==> src/dram_ctl_consts.svh <==
// Timing counts and address layout constants for the DRAM controller
`ifndef DRAM_CTL_CONSTS_SVH
`define DRAM_CTL_CONSTS_SVH
`define CLK_PERIOD_NS      100
`define ROW_ADDR_LSB       8
`define ROW_ADDR_MSB       15
`define COL_ADDR_MSB       7
`define REFRESH_ROWS       128
`define REFRESH_PERIOD_NS  2000000
`define REFRESH_TICK_CYC   ((`REFRESH_PERIOD_NS / `REFRESH_ROWS) / `CLK_PERIOD_NS)
`define ROW_PRECHARGE_NS   200
`define ROW_PRECHARGE_CYC  ((`ROW_PRECHARGE_NS + `CLK_PERIOD_NS - 1) / `CLK_PERIOD_NS)
`define ROW_ACTIVE_NS      200
`define ROW_ACTIVE_CYC     ((`ROW_ACTIVE_NS + `CLK_PERIOD_NS - 1) / `CLK_PERIOD_NS)
`define COL_PULSE_NS       200
`define COL_PULSE_CYC      ((`COL_PULSE_NS + `CLK_PERIOD_NS - 1) / `CLK_PERIOD_NS)
`define COL_PRECHARGE_NS   100
`define COL_PRECHARGE_CYC  ((`COL_PRECHARGE_NS + `CLK_PERIOD_NS - 1) / `CLK_PERIOD_NS)
`define INIT_CYCLES        8
`endif

==> src/dram_ctl_pkg.sv <==
// Types shared by the DRAM controller files
package dram_ctl_pkg;
	typedef enum logic [8:0] {
		ST_IDLE     = 9'h001, // Standby, strobes high
		ST_ROW      = 9'h002, // Row strobe low, row address out
		ST_COL_LOW  = 9'h004, // Column strobe low
		ST_COL_PRE  = 9'h008, // Column strobe precharge inside a page
		ST_ROW_PRE  = 9'h010, // Row strobe precharge
		ST_REF_ROW  = 9'h020, // Row-only refresh, row strobe low
		ST_HID_PRE  = 9'h040, // Hidden refresh: row high, column held low
		ST_HID_ROW  = 9'h080, // Hidden refresh: row low, column held low
		ST_REF_DONE = 9'h100  // Row precharge after a refresh
	} mem_state_e;
	typedef logic [6:0] refresh_row_t;
endpackage : dram_ctl_pkg

==> src/dram_ctl.sv <==
// Host-side controller for a 64K x 1 asynchronous DRAM
`include "dram_ctl_consts.svh"
module dram_ctl #(
	parameter int DEV_ROWS    = 2,                   // Device rows on the array
	parameter int TICK_CYC    = `REFRESH_TICK_CYC,   // Cycles between row refreshes
	parameter int INIT_CYCLES = `INIT_CYCLES         // Row cycles before first access
) (
	// Clock and reset
	input  wire logic                          ref_clk,
	input  wire logic                          rst_n,
	// User request port
	input  wire logic                          req_valid,
	input  wire logic                          req_write,
	input  wire logic                          req_hold_page,
	input  wire logic [$clog2(DEV_ROWS)-1:0]   req_bank,
	input  wire logic [15:0]                   req_addr,
	input  wire logic                          req_wdata,
	output      logic                          req_ready_ff,
	output      logic                          rsp_valid_ff,
	output      logic                          rsp_rdata_ff,
	// Memory pins
	output      logic [7:0]                    mem_addr_ff,
	output      logic [DEV_ROWS-1:0]           row_strobe_n_ff,
	output      logic [DEV_ROWS-1:0]           col_strobe_n_ff,
	output      logic                          write_strobe_n_ff,
	output      logic                          mem_din_ff,
	input  wire logic                          mem_dout
);
	dram_ctl_pkg::mem_state_e state_ff;         // Sequencer state
	logic [3:0]               cnt_ff;           // Phase timer
	logic [3:0]               init_ff;          // Init cycles remaining
	logic                     refresh_due;      // Refresh request from scheduler
	logic                     refresh_done;     // One refresh completed
	dram_ctl_pkg::refresh_row_t refresh_row_bits; // Next row to refresh
	logic                     dout_meta_ff;     // Data pin sync stage one
	logic                     dout_sync_ff;     // Data pin sync stage two
	logic [$clog2(DEV_ROWS)-1:0] bank_ff;       // Bank of the open access
	logic                     wr_ff;            // Open column cycle is a write
	logic                     hidden_ok;        // Hidden refresh allowed now
	logic                     timer_done;       // Phase timer expired
	logic                     rd_pend_ff;       // A read column has just closed

	assign timer_done   = (cnt_ff == 4'h0);
	assign refresh_done = timer_done && (state_ff == dram_ctl_pkg::ST_REF_DONE);
	assign hidden_ok    = refresh_due && !wr_ff && (init_ff == 4'h0);

	refresh_sched #(
		.TICK_CYC (TICK_CYC)
	) u_sched (
		.ref_clk             (ref_clk),
		.rst_n               (rst_n),
		.refresh_done        (refresh_done),
		.refresh_due_ff      (refresh_due),
		.refresh_row_bits_ff (refresh_row_bits)
	);

	// Data pin passes two flops before use
	always_ff @(posedge ref_clk or negedge rst_n) begin
		if (!rst_n) begin
			dout_meta_ff <= 1'b0;
			dout_sync_ff <= 1'b0;
		end else begin
			dout_meta_ff <= mem_dout;
			dout_sync_ff <= dout_meta_ff;
		end
	end

	// Main sequencer: states, timer and strobes.
	// One access, edge by edge: the row strobe falls with the row address and
	// the write strobe; one edge later the column address goes out and the
	// column strobe falls with the ready pulse; two edges later the column
	// rises or recycles. The read bit crosses the two-flop synchroniser while
	// the column is low and is handed over one edge after that. Refresh always
	// wins in standby, so a busy request stream cannot starve the array; a page
	// is broken off as soon as a refresh is due for the same reason.
	always_ff @(posedge ref_clk or negedge rst_n) begin
		if (!rst_n) begin
			state_ff          <= dram_ctl_pkg::ST_IDLE;
			cnt_ff            <= 4'h0;
			init_ff           <= 4'(INIT_CYCLES);
			row_strobe_n_ff   <= '1;
			col_strobe_n_ff   <= '1;
			write_strobe_n_ff <= 1'b1;
			mem_addr_ff       <= 8'h00;
			mem_din_ff        <= 1'b0;
			bank_ff           <= '0;
			wr_ff             <= 1'b0;
			req_ready_ff      <= 1'b0;
			rd_pend_ff        <= 1'b0;
		end else begin
			rd_pend_ff   <= 1'b0;
			req_ready_ff <= 1'b0;
			if (!timer_done) begin
				cnt_ff <= cnt_ff - 4'h1;
			end else begin
				case (state_ff)
					dram_ctl_pkg::ST_IDLE: begin
						if (refresh_due || (init_ff != 4'h0)) begin
							// Row-only refresh on every device row at once; never a
							// read refresh, which would fight on a shared data line
							state_ff        <= dram_ctl_pkg::ST_REF_ROW;
							mem_addr_ff     <= {1'b0, refresh_row_bits};
							row_strobe_n_ff <= '0;
							cnt_ff          <= 4'(`ROW_ACTIVE_CYC - 1);
						end else if (req_valid) begin
							// Row strobe only on the addressed device row
							state_ff        <= dram_ctl_pkg::ST_ROW;
							bank_ff         <= req_bank;
							mem_addr_ff     <= req_addr[`ROW_ADDR_MSB:`ROW_ADDR_LSB];
							row_strobe_n_ff <= ~(DEV_ROWS'(1) << req_bank);
							cnt_ff          <= 4'h0;
							// Write strobe and data settle before the column falls
							write_strobe_n_ff <= ~req_write;
							mem_din_ff        <= req_wdata;
						end
					end
					dram_ctl_pkg::ST_ROW, dram_ctl_pkg::ST_COL_PRE: begin
						// Column phase; the write strobe already stands from the
						// previous phase, so only the column address and column strobe move here
						state_ff          <= dram_ctl_pkg::ST_COL_LOW;
						mem_addr_ff       <= req_addr[`COL_ADDR_MSB:0];
						wr_ff             <= req_write;
						col_strobe_n_ff   <= ~(DEV_ROWS'(1) << bank_ff);
						req_ready_ff      <= 1'b1;
						cnt_ff            <= 4'(`COL_PULSE_CYC - 1);
					end
					dram_ctl_pkg::ST_COL_LOW: begin
						// Read bit is picked up next cycle by the response process
						rd_pend_ff        <= !wr_ff;
						write_strobe_n_ff <= 1'b1;
						if (req_valid && req_hold_page && (req_bank == bank_ff)
						    && !refresh_due) begin
							// Page mode: keep row low, recycle column
							state_ff        <= dram_ctl_pkg::ST_COL_PRE;
							col_strobe_n_ff <= '1;
							cnt_ff          <= 4'(`COL_PRECHARGE_CYC - 1);
							// Next column's write strobe leads its column fall
							write_strobe_n_ff <= ~req_write;
							mem_din_ff        <= req_wdata;
						end else if (hidden_ok) begin
							// Hidden refresh: column held low, row rises
							state_ff        <= dram_ctl_pkg::ST_HID_PRE;
							row_strobe_n_ff <= '1;
							cnt_ff          <= 4'(`ROW_PRECHARGE_CYC - 1);
						end else begin
							state_ff        <= dram_ctl_pkg::ST_ROW_PRE;
							row_strobe_n_ff <= '1;
							col_strobe_n_ff <= '1;
							cnt_ff          <= 4'(`ROW_PRECHARGE_CYC - 1);
						end
					end
					dram_ctl_pkg::ST_HID_PRE: begin
						// Only the reading row keeps column low
						state_ff        <= dram_ctl_pkg::ST_HID_ROW;
						mem_addr_ff     <= {1'b0, refresh_row_bits};
						row_strobe_n_ff <= '0;
						cnt_ff          <= 4'(`ROW_ACTIVE_CYC - 1);
					end
					dram_ctl_pkg::ST_HID_ROW, dram_ctl_pkg::ST_REF_ROW: begin
						state_ff        <= dram_ctl_pkg::ST_REF_DONE;
						row_strobe_n_ff <= '1;
						col_strobe_n_ff <= '1;
						cnt_ff          <= 4'(`ROW_PRECHARGE_CYC - 1);
					end
					dram_ctl_pkg::ST_REF_DONE: begin
						// Refresh counted; init cycles counted down too
						state_ff <= dram_ctl_pkg::ST_IDLE;
						wr_ff    <= 1'b0;
						if (init_ff != 4'h0) begin
							init_ff <= init_ff - 4'h1;
						end
					end
					dram_ctl_pkg::ST_ROW_PRE: begin
						state_ff <= dram_ctl_pkg::ST_IDLE;
					end
					default: begin
						state_ff        <= dram_ctl_pkg::ST_IDLE;
						row_strobe_n_ff <= '1;
						col_strobe_n_ff <= '1;
					end
				endcase
			end
		end
	end

	// Read response: the synchroniser has carried the bit by the edge after the
	// column closes, so it is taken then; one pulse per read column, in order
	always_ff @(posedge ref_clk or negedge rst_n) begin
		if (!rst_n) begin
			rsp_valid_ff <= 1'b0;
			rsp_rdata_ff <= 1'b0;
		end else begin
			rsp_valid_ff <= rd_pend_ff;
			if (rd_pend_ff) begin
				rsp_rdata_ff <= dout_sync_ff;
			end
		end
	end
endmodule : dram_ctl

==> src/refresh_sched.sv <==
// Refresh row counter and interval timer
`include "dram_ctl_consts.svh"
module refresh_sched #(
	parameter int TICK_CYC = `REFRESH_TICK_CYC
) (
	// Clock and reset
	input  wire logic                      ref_clk,
	input  wire logic                      rst_n,
	// Handshake with the sequencer
	input  wire logic                      refresh_done,
	output      logic                      refresh_due_ff,
	output      dram_ctl_pkg::refresh_row_t refresh_row_bits_ff
);
	logic [15:0] tick_cnt_ff; // Cycles left to next row refresh

	// Interval timer raises one request per row slot
	always_ff @(posedge ref_clk or negedge rst_n) begin
		if (!rst_n) begin
			tick_cnt_ff <= 16'h0000;
		end else if (tick_cnt_ff == 16'h0000) begin
			tick_cnt_ff <= 16'(TICK_CYC - 1);
		end else begin
			tick_cnt_ff <= tick_cnt_ff - 16'h0001;
		end
	end

	// Request flag; a new tick wins over the done clear
	always_ff @(posedge ref_clk or negedge rst_n) begin
		if (!rst_n) begin
			refresh_due_ff <= 1'b1;
		end else if (tick_cnt_ff == 16'h0000) begin
			refresh_due_ff <= 1'b1;
		end else if (refresh_done) begin
			refresh_due_ff <= 1'b0;
		end
	end

	// Row counter walks every one of the 128 rows in turn
	always_ff @(posedge ref_clk or negedge rst_n) begin
		if (!rst_n) begin
			refresh_row_bits_ff <= 7'h00;
		end else if (refresh_done) begin
			refresh_row_bits_ff <= refresh_row_bits_ff + 7'h01;
		end
	end
endmodule : refresh_sched

==> config.mk <==
export PLATFORM = sky130hd
export DESIGN_NAME = dram_ctl
export DESIGN_NICKNAME = d
export VERILOG_FILES = /design/src/dram_ctl_pkg.sv /design/src/dram_ctl.sv /design/src/refresh_sched.sv
export VERILOG_INCLUDE_DIRS = /design/src
export SDC_FILE = /design/constraint.sdc
export NUM_CORES = 1
export LEC_CHECK = 0
export ABC_AREA = 1
export BUFFER_PORTS_ARGS = -buffer_cell sky130_fd_sc_hd__buf_2
export CORE_MARGIN = 8
export CORE_UTILIZATION = 63
export CTS_CLUSTER_SIZE = 14
export DETAILED_ROUTE_END_ITERATION = 6
export PLACE_DENSITY_LB_ADDON = 0.05
export SYNTH_ARGS = -nofsm -noshare
export SYNTH_HDL_FRONTEND = slang
export SYNTH_SLANG_ARGS = --single-unit
==> constraint.sdc <==
create_clock -name ref_clk -period 4.23 [get_ports ref_clk]
set_input_delay 0.6345 -clock ref_clk [delete_from_list [all_inputs] [get_ports ref_clk]]
set_output_delay 0.6345 -clock ref_clk [all_outputs]
set_load 0.01 [all_outputs]
==> metrics.md, run 1 <==
| Metric | Value |
|---|---|
| Outcome | finished, final reports clean |
| Clock Pin Slew Worst Setup and Hold Paths | 0.07 ns |
| Gr usage total | 21.4% |
| Drt pass-1 iters | 6 |
| Placer congestion estimate | 0.948 |
| Port Buffers | 40 |
| Switching share of power | 41.2% |
| Die area | 8330 um^2 |
| Final WS setup | 2.43 ns |
| Hold/Removal Path Class | input pin to async pin |
| CTS HTree Levels | 3 |
| Latest clock arrival within the worst-skew pair | 0.33 ns |
| Pint | 1.31 mW |
| Register area | 1590 um^2 |
| Max Slew Vio Count | 0 |
| Setup_tns | 0 ns |
| Synth Register Bits | 63 |
| RR Startpoint | init_ff[0] |
| Largest net degree at the start of global routing | 40 |
| Total power | 2.22 mW |
| Starting density of the core | 64.8% |
| Num rows | 27 |
| Crit share post-route | 42.6% |
| Post-CTS Setup Repair Bufs | 0 |
| Antenna cells | 0 |
| Area after DPL | 3860 um^2 |
| Initial antenna violation count | 0 |
| Routed vias/inst | 5.22 |
| Vias | 3129 |
| CTS tree | built |
| Sequential power share | 36.5% |
| Ports | 41 |
| Sequential fraction of the synthesis area | 44.5% |
| Post-synth cell types | 31 |
| Critical Path AT | 2.03 ns |
| Setup WS pre-CTS | 2.44 ns |
| Worst VDD drop | 0.375 mV |
| ANT nets after route | 0 |
| Inst Count DP | 583 |
| RSZ-0062 raised after global routing | false |
| WS Path Type | flip-flop to flip-flop |
| Cts bufs inserted | 9 |
| Setup Skew | 0.00475 ns |
| Die width | 91.3 um |
| Pwr dens | 550 nW/um^2 |
| Core Region | 5510 um^2 |
| Netlist Area Pre-Place | 3570 um^2 |
| Nets | 551 |
| Worst-case clock buffer depth | 2 |
| CP Launch Type | flip-flop |
| P_leak | 2.22 nW |
| Worst-path fanout max | 10 |
| Root Buffer | clkbuf_8 |
| MaxCap Viol Count | 0 |
| Vias in the first global route | 3188 |
| FILL cells | 425 |
| Comb power frac | 41.6% |
| Layout cells sized above 1 | 21.3% |
| First-pass GRT wire length | 14500 um |
| Crit path capture type | flip-flop |
| RR Endpoint | mem_din_ff |
| Syn Nets | 501 |
| Residual DRC | 0 |
| Sw Pwr | 916 uW |
| Highest Clock Rate | 555 MHz |
| Fin area | 4040 um^2 |
| Overflow after GRT | 0 |
| CTS Hold Buffers Added | 0 |
| Req. time, crit path | 4.46 ns |
| Worst reg-to-reg setup slack | 2.43 ns |
| Non-filler cells, final | 599 |
| Routed wire per std cell | 13.8 um |
| Fin. Hold Viols | 0 |
| R2R depth | 9 |
| Detailed placement HPWL | 6360 um |
| Slew headroom | 64.4% |
| CTS sink cnt | 63 |
| Min Clock Period, post-route | 1.80 ns |
| Cells after Synth | 472 |
| Yosys warning total | 0 |
| Final WL | 8280 um |
| Area Growth Syn to Fin | 13.3% |
| Post-CTS sizing | 0 |
| Part of the power in the clock network | 21.9% |
| Worst-Margin Slew | 0.535 ns |
| Syn Area/Cell | 7.56 um^2 |
| Multi-input gate area | 1710 um^2 |
| Die outline height | 91.3 um |
| 1st-iter DRT viols | 178 |
| Setup violators final | 0 |
[cell families after synthesis]
family / after synthesis / share of synthesized area [%]
multiplexers: 1 / 0.316
AND/OR/NAND/NOR: 290 / 38.1
adder cells (fa/ha/maj): 5 / 1.75
AO/OA/AOI/OAI: 29 / 4.49
flip-flops: 63 / 44.5
buffers and inverters: 71 / 7.68
XOR/XNOR: 13 / 3.19
[layout make-up]
cell class	count	area share (%)
tap	72	2.23
clock inverter	3	0.433
clock buffer	13	4.18
inverter	69	6.53
timing repair buffer	41	5.14
sequential	63	39.2
multi-input combinational	338	42.2
[worst max-delay path, cell delays in order, from the launching register on]
cell and delay (ns):
dfrtp_1 0.38, inv_1 0.10, ha_1 0.36, nand3_4 0.20, inv_2 0.17, nand4_2 0.18, nand2_1 0.15, nand2_1 0.06
nand2_1 0.05, nand2_1 0.04
[per-layer routing]
layer,global-route usage [%],vias to the layer above,wire length (um)
met2,34.6,110,3890
met3,5.51,16,479
li1,-,1564,-
met1,26.1,1439,3770
met5,0,-,0
met4,9.69,0,144
[how the worst max path moves through the flow]
| stage | startpoint | endpoint | cells past startpoint |
|---|---|---|---|
| after floorplan | init_ff[0] | mem_din_ff | 10 |
| after global placement | init_ff[0] | mem_din_ff | 9 |
| after detailed placement | init_ff[0] | mem_din_ff | 9 |
| after CTS | init_ff[0] | mem_din_ff | 9 |
| after global routing | init_ff[0] | mem_din_ff | 9 |
| final | init_ff[0] | mem_din_ff | 9 |
[cells in the final DEF, fill, tap and decap left out, types with 2 or more instances in the layout]
cell type / netlist / routed
nand2_1: 148 / 148
inv_1: 62 / 62
nor2_1: 57 / 57
dfrtp_1: 55 / 55
buf_2: 2 / 40
nand3_1: 34 / 34
nor2_2: 15 / 15
o21ai_0: 15 / 15
clkbuf_8: 0 / 12
nand4_1: 10 / 10
xor2_1: 8 / 8
dfstp_2: 8 / 8
a21oi_1: 7 / 7
inv_2: 6 / 6
xnor2_1: 5 / 5
nor2_4: 5 / 5
ha_1: 5 / 5
o21ai_2: 4 / 4
or2_2: 3 / 3
nor3_1: 3 / 3
nand3_2: 3 / 3
nand3_4: 3 / 3
o21ai_1: 3 / 3
nand2_4: 2 / 2
nand2_2: 2 / 2
clkinv_2: 0 / 2
[metrics by stage]
| step | hold slack [ns] | util, % |
|---|---|---|
| after floorplan | 0.331 | - |
| after global placement | 0.348 | 70.0 |
| after detailed placement | 0.350 | 70.0 |
| after CTS | 0.282 | 73.4 |
| after global routing | 0.320 | 73.4 |
| final | 0.277 | 73.4 |
[synth_stat cells (all sizes together)]
master / n / area [um^2]
nor2: 78 / 384
nor4: 1 / 6.26
dfstp: 8 / 210
xnor2: 5 / 43.8
or2: 3 / 18.8
mux2: 1 / 11.3
nor3b: 1 / 7.51
o21ai: 22 / 125
xor2: 8 / 70.1
inv: 69 / 264
nand4: 11 / 75.1
nand3: 40 / 253
dfrtp: 55 / 1380
ha: 5 / 62.6
buf: 2 / 10.0
a21oi: 7 / 35.0
nor3: 4 / 25.0
nand2: 152 / 591
[power by group through the flow]
stage	Sequential (mW)	Clock (mW)	Combinational [mW]
floorplan	0.851	0	0.629
global placement	0.819	0	0.908
detailed placement	0.819	0	0.933
CTS	0.810	0.499	0.933
global route	0.823	0.522	1.06
finish	0.811	0.486	0.926
[flip-flops by register name, indices dropped and copies added, names as in the netlist]
| signal | flops |
|---|---|
| cnt_ff | 4 |
| row_strobe_n_ff | 2 |
| col_strobe_n_ff | 2 |
| dout_meta_ff | 1 |
| rsp_rdata_ff | 1 |
| bank_ff | 1 |
| req_ready_ff | 1 |
| rd_pend_ff | 1 |
| dout_sync_ff | 1 |
| u_sched.tick_cnt_ff | 16 |
| wr_ff | 1 |
| rsp_valid_ff | 1 |
| mem_addr_ff | 8 |
| u_sched.refresh_row_bits_ff | 7 |
| init_ff | 4 |
| mem_din_ff | 1 |
| write_strobe_n_ff | 1 |
| u_sched.refresh_due_ff | 1 |
| state_ff | 9 |
No activity file was read; power rests on OpenSTA's default activity.
==> run 2: changes to the inputs <==
--- a/config.mk
+++ b/config.mk
@@ -9,7 +9,7 @@
 export ABC_AREA = 1
 export BUFFER_PORTS_ARGS = -buffer_cell sky130_fd_sc_hd__buf_2
 export CORE_MARGIN = 8
-export CORE_UTILIZATION = 63
+export CORE_UTILIZATION = 53
 export CTS_CLUSTER_SIZE = 14
 export DETAILED_ROUTE_END_ITERATION = 6
 export PLACE_DENSITY_LB_ADDON = 0.05
==> constraint.sdc (replaced) <==
create_clock -name ref_clk -period 1.6 [get_ports ref_clk]
set_input_delay 0.24 -clock ref_clk [delete_from_list [all_inputs] [get_ports ref_clk]]
set_output_delay 0.24 -clock ref_clk [all_outputs]
set_load 0.01 [all_outputs]
==> metrics.md, run 2 (synthesis results as in run 1) <==
| Metric | Value |
|---|---|
| Area after DPL | 4010 um^2 |
| First-pass GRT wire length | 14000 um |
| Starting density of the core | 53.7% |
| Crit path capture type | flip-flop |
| Part of the power in the clock network | 21.8% |
| Failing checks | negative setup slack |
| Placer congestion estimate | 0.931 |
| Port Buffers | 40 |
| Largest net degree at the start of global routing | 64 |
| Routed vias/inst | 5.01 |
| Ports | 41 |
| Sequential power share | 30.9% |
| Worst-Margin Slew | 0.364 ns |
| Hold/Removal Path Class | input pin to flip-flop |
| Slowest CP cell | dfstp_2 |
| Worst VDD drop | 0.844 mV |
| Register area | 1590 um^2 |
| Detailed placement HPWL | 6060 um |
| Root Buffer | clkbuf_8 |
| Area Growth Syn to Fin | 30.3% |
| Register name with the most flops | u_sched.tick_cnt_ff |
| Pwr dens | 1490 nW/um^2 |
| Req. time, crit path | 1.84 ns |
| RSZ-0062 raised after global routing | true |
| Overflow after GRT | 0 |
| Drt pass-1 iters | 4 |
| CP Launch Type | flip-flop |
| Layout cells sized above 1 | 32.9% |
| Worst-case clock buffer depth | 2 |
| Commonest non-fill, non-tap cell in the layout | nand2_1 |
| Initial antenna violation count | 0 |
| Clock Pin Slew Worst Setup and Hold Paths | 0.07 ns |
| Final hold slack | 0.131 ns |
| WS Path Type | flip-flop to flip-flop |
| Most frequent cells in the layout | nand2_1 (136), inv_1 (57), dfrtp_1 (53) |
| Setup violators final | 1 |
| P_leak | 2.48 nW |
| Outcome | complete, but fails checks |
| Routed wire per std cell | 13.9 um |
| Antenna cells | 0 |
| Gr usage total | 17.8% |
| Comb power frac | 47.3% |
| Multi-input gate area | 1960 um^2 |
| Utilization after layout | 70.0% |
| Latest clock arrival within the worst-skew pair | 0.34 ns |
| ANT nets after route | 0 |
| Critical Path Start | state_ff[0] |
| Setup_tns | -0.000994 ns |
| MaxCap Viol Count | 0 |
| Highest Clock Rate | 625 MHz |
| Die area | 9610 um^2 |
| Setup Skew | 0.00925 ns |
| Nets | 590 |
| Inst Count DP | 609 |
| Worst-path fanout max | 8 |
| Cts bufs inserted | 9 |
| Crit share post-route | 100% |
| Hold_sp | req_wdata |
| Slew headroom | 75.5% |
| Residual DRC | 0 |
| CTS HTree Levels | 3 |
| CP dominant cell by count | nand2_4 |
| Num rows | 30 |
| Pint | 4.12 mW |
| 1st-iter DRT viols | 253 |
| Die width | 98.1 um |
| Min Clock Period, post-route | 1.60 ns |
| RR Startpoint | state_ff[0] |
| Vias in the first global route | 3126 |
| CTS sink cnt | 63 |
| Vias | 3239 |
| Core Region | 6640 um^2 |
| Max Slew Vio Count | 0 |
| Sw Pwr | 2.83 mW |
| Switching share of power | 40.7% |
| Critical Path AT | 1.84 ns |
| CTS tree | built |
| Largest register FFs | 16 |
| Die outline height | 98.1 um |
| Fin. Hold Viols | 0 |
| Final WL | 8970 um |
| Fin area | 4650 um^2 |
| Non-filler cells, final | 646 |
| CP Cell Sequence | inv_4, nor2_4, nand2_4, inv_2, nand2_4, nand2_4, nor2_2, nor2_4, nand2_1, nand2_1, inv_1 |
| Largest registers | u_sched.tick_cnt_ff: 16 flops, state_ff: 9 flops, mem_addr_ff: 8 flops |
| FILL cells | 533 |
| Final WS setup | -0.000994 ns |
| Slowest stage delay, CP | 0.60 ns |
-- run 2: changes by cell type in the layout (fill, tap and decap cells not counted), sizes merged, moves of 2 or more --
cell         delta
clkbuf          -3
bufinv          +2
dlygate4sd3     +2
buf            +35
-- run 2: critical path, delay by kind of cell (launching register included) --
kind	cells	cell delay (ns)
flops	1	0.60
buf+inv	3	0.18
simple gates	8	0.71
-- run 2: final cells by class --
| type | instances | area share, % |
|---|---|---|
| inverters | 69 | 5.78 |
| well taps | 80 | 2.15 |
| clock buffers | 10 | 2.74 |
| flip-flops and latches | 63 | 34.2 |
| clock inverters | 6 | 1.86 |
| multi-input cells | 340 | 42.1 |
| repair buffers | 78 | 11.2 |
-- run 2: through the flow --
step,power [mW],setup WS [ns]
6_report,6.95,-0.000994
5_1_grt,7.42,-0.117
4_1_cts,6.24,0.00606
3_5_place_dp,4.70,0.00247
3_3_place_gp,4.67,0.00440
2_1_floorplan,3.91,0.0669
-- run 2: path summary, 6_finish.rpt --
| path | cells past startpoint | endpoint | slack (ns) |
|---|---|---|---|
| worst min-delay path | 3 | mem_din_ff | 0.13 |
| min in group asynchronous | 3 | u_sched.tick_cnt_ff[6] | 0.42 |
| worst max-delay path | 11 | mem_addr_ff[1] | -0.001 |
| worst min register to register | 0 | dout_sync_ff | 0.35 |
| max in group asynchronous | 3 | u_sched.refresh_due_ff | 0.83 |
| worst max register to register | 11 | mem_addr_ff[1] | -0.001 |
-- run 2: what timing repair did --
action	CTS	global route
setup endpoints to repair	1	35
cloned	0	2
resized for setup	1	69
endpoints found under the hold margin	56	0
hold buffers	2	0
pin swaps	0	17
buffers inserted	0	17
-- run 2: per-layer routing --
metal	part of all wire, %	up-vias	wire length [um]	track usage (%)
li1	-	1653	-	-
met1	47	1490	4170	22.5
met2	47	81	4240	29.0
met3	4.5	15	400	4.05
met4	1.7	0	155	6.59
met5	0	-	0	0
-- run 2: power groups by stage --
stage | sequential, mW | combinational, mW | clock, mW
2_1_floorplan | 2.25 | 1.66 | 0
3_3_place_gp | 2.14 | 2.53 | 0
6_report | 2.15 | 3.29 | 1.52
3_5_place_dp | 2.15 | 2.55 | 0
4_1_cts | 2.12 | 2.57 | 1.54
5_1_grt | 2.18 | 3.63 | 1.61
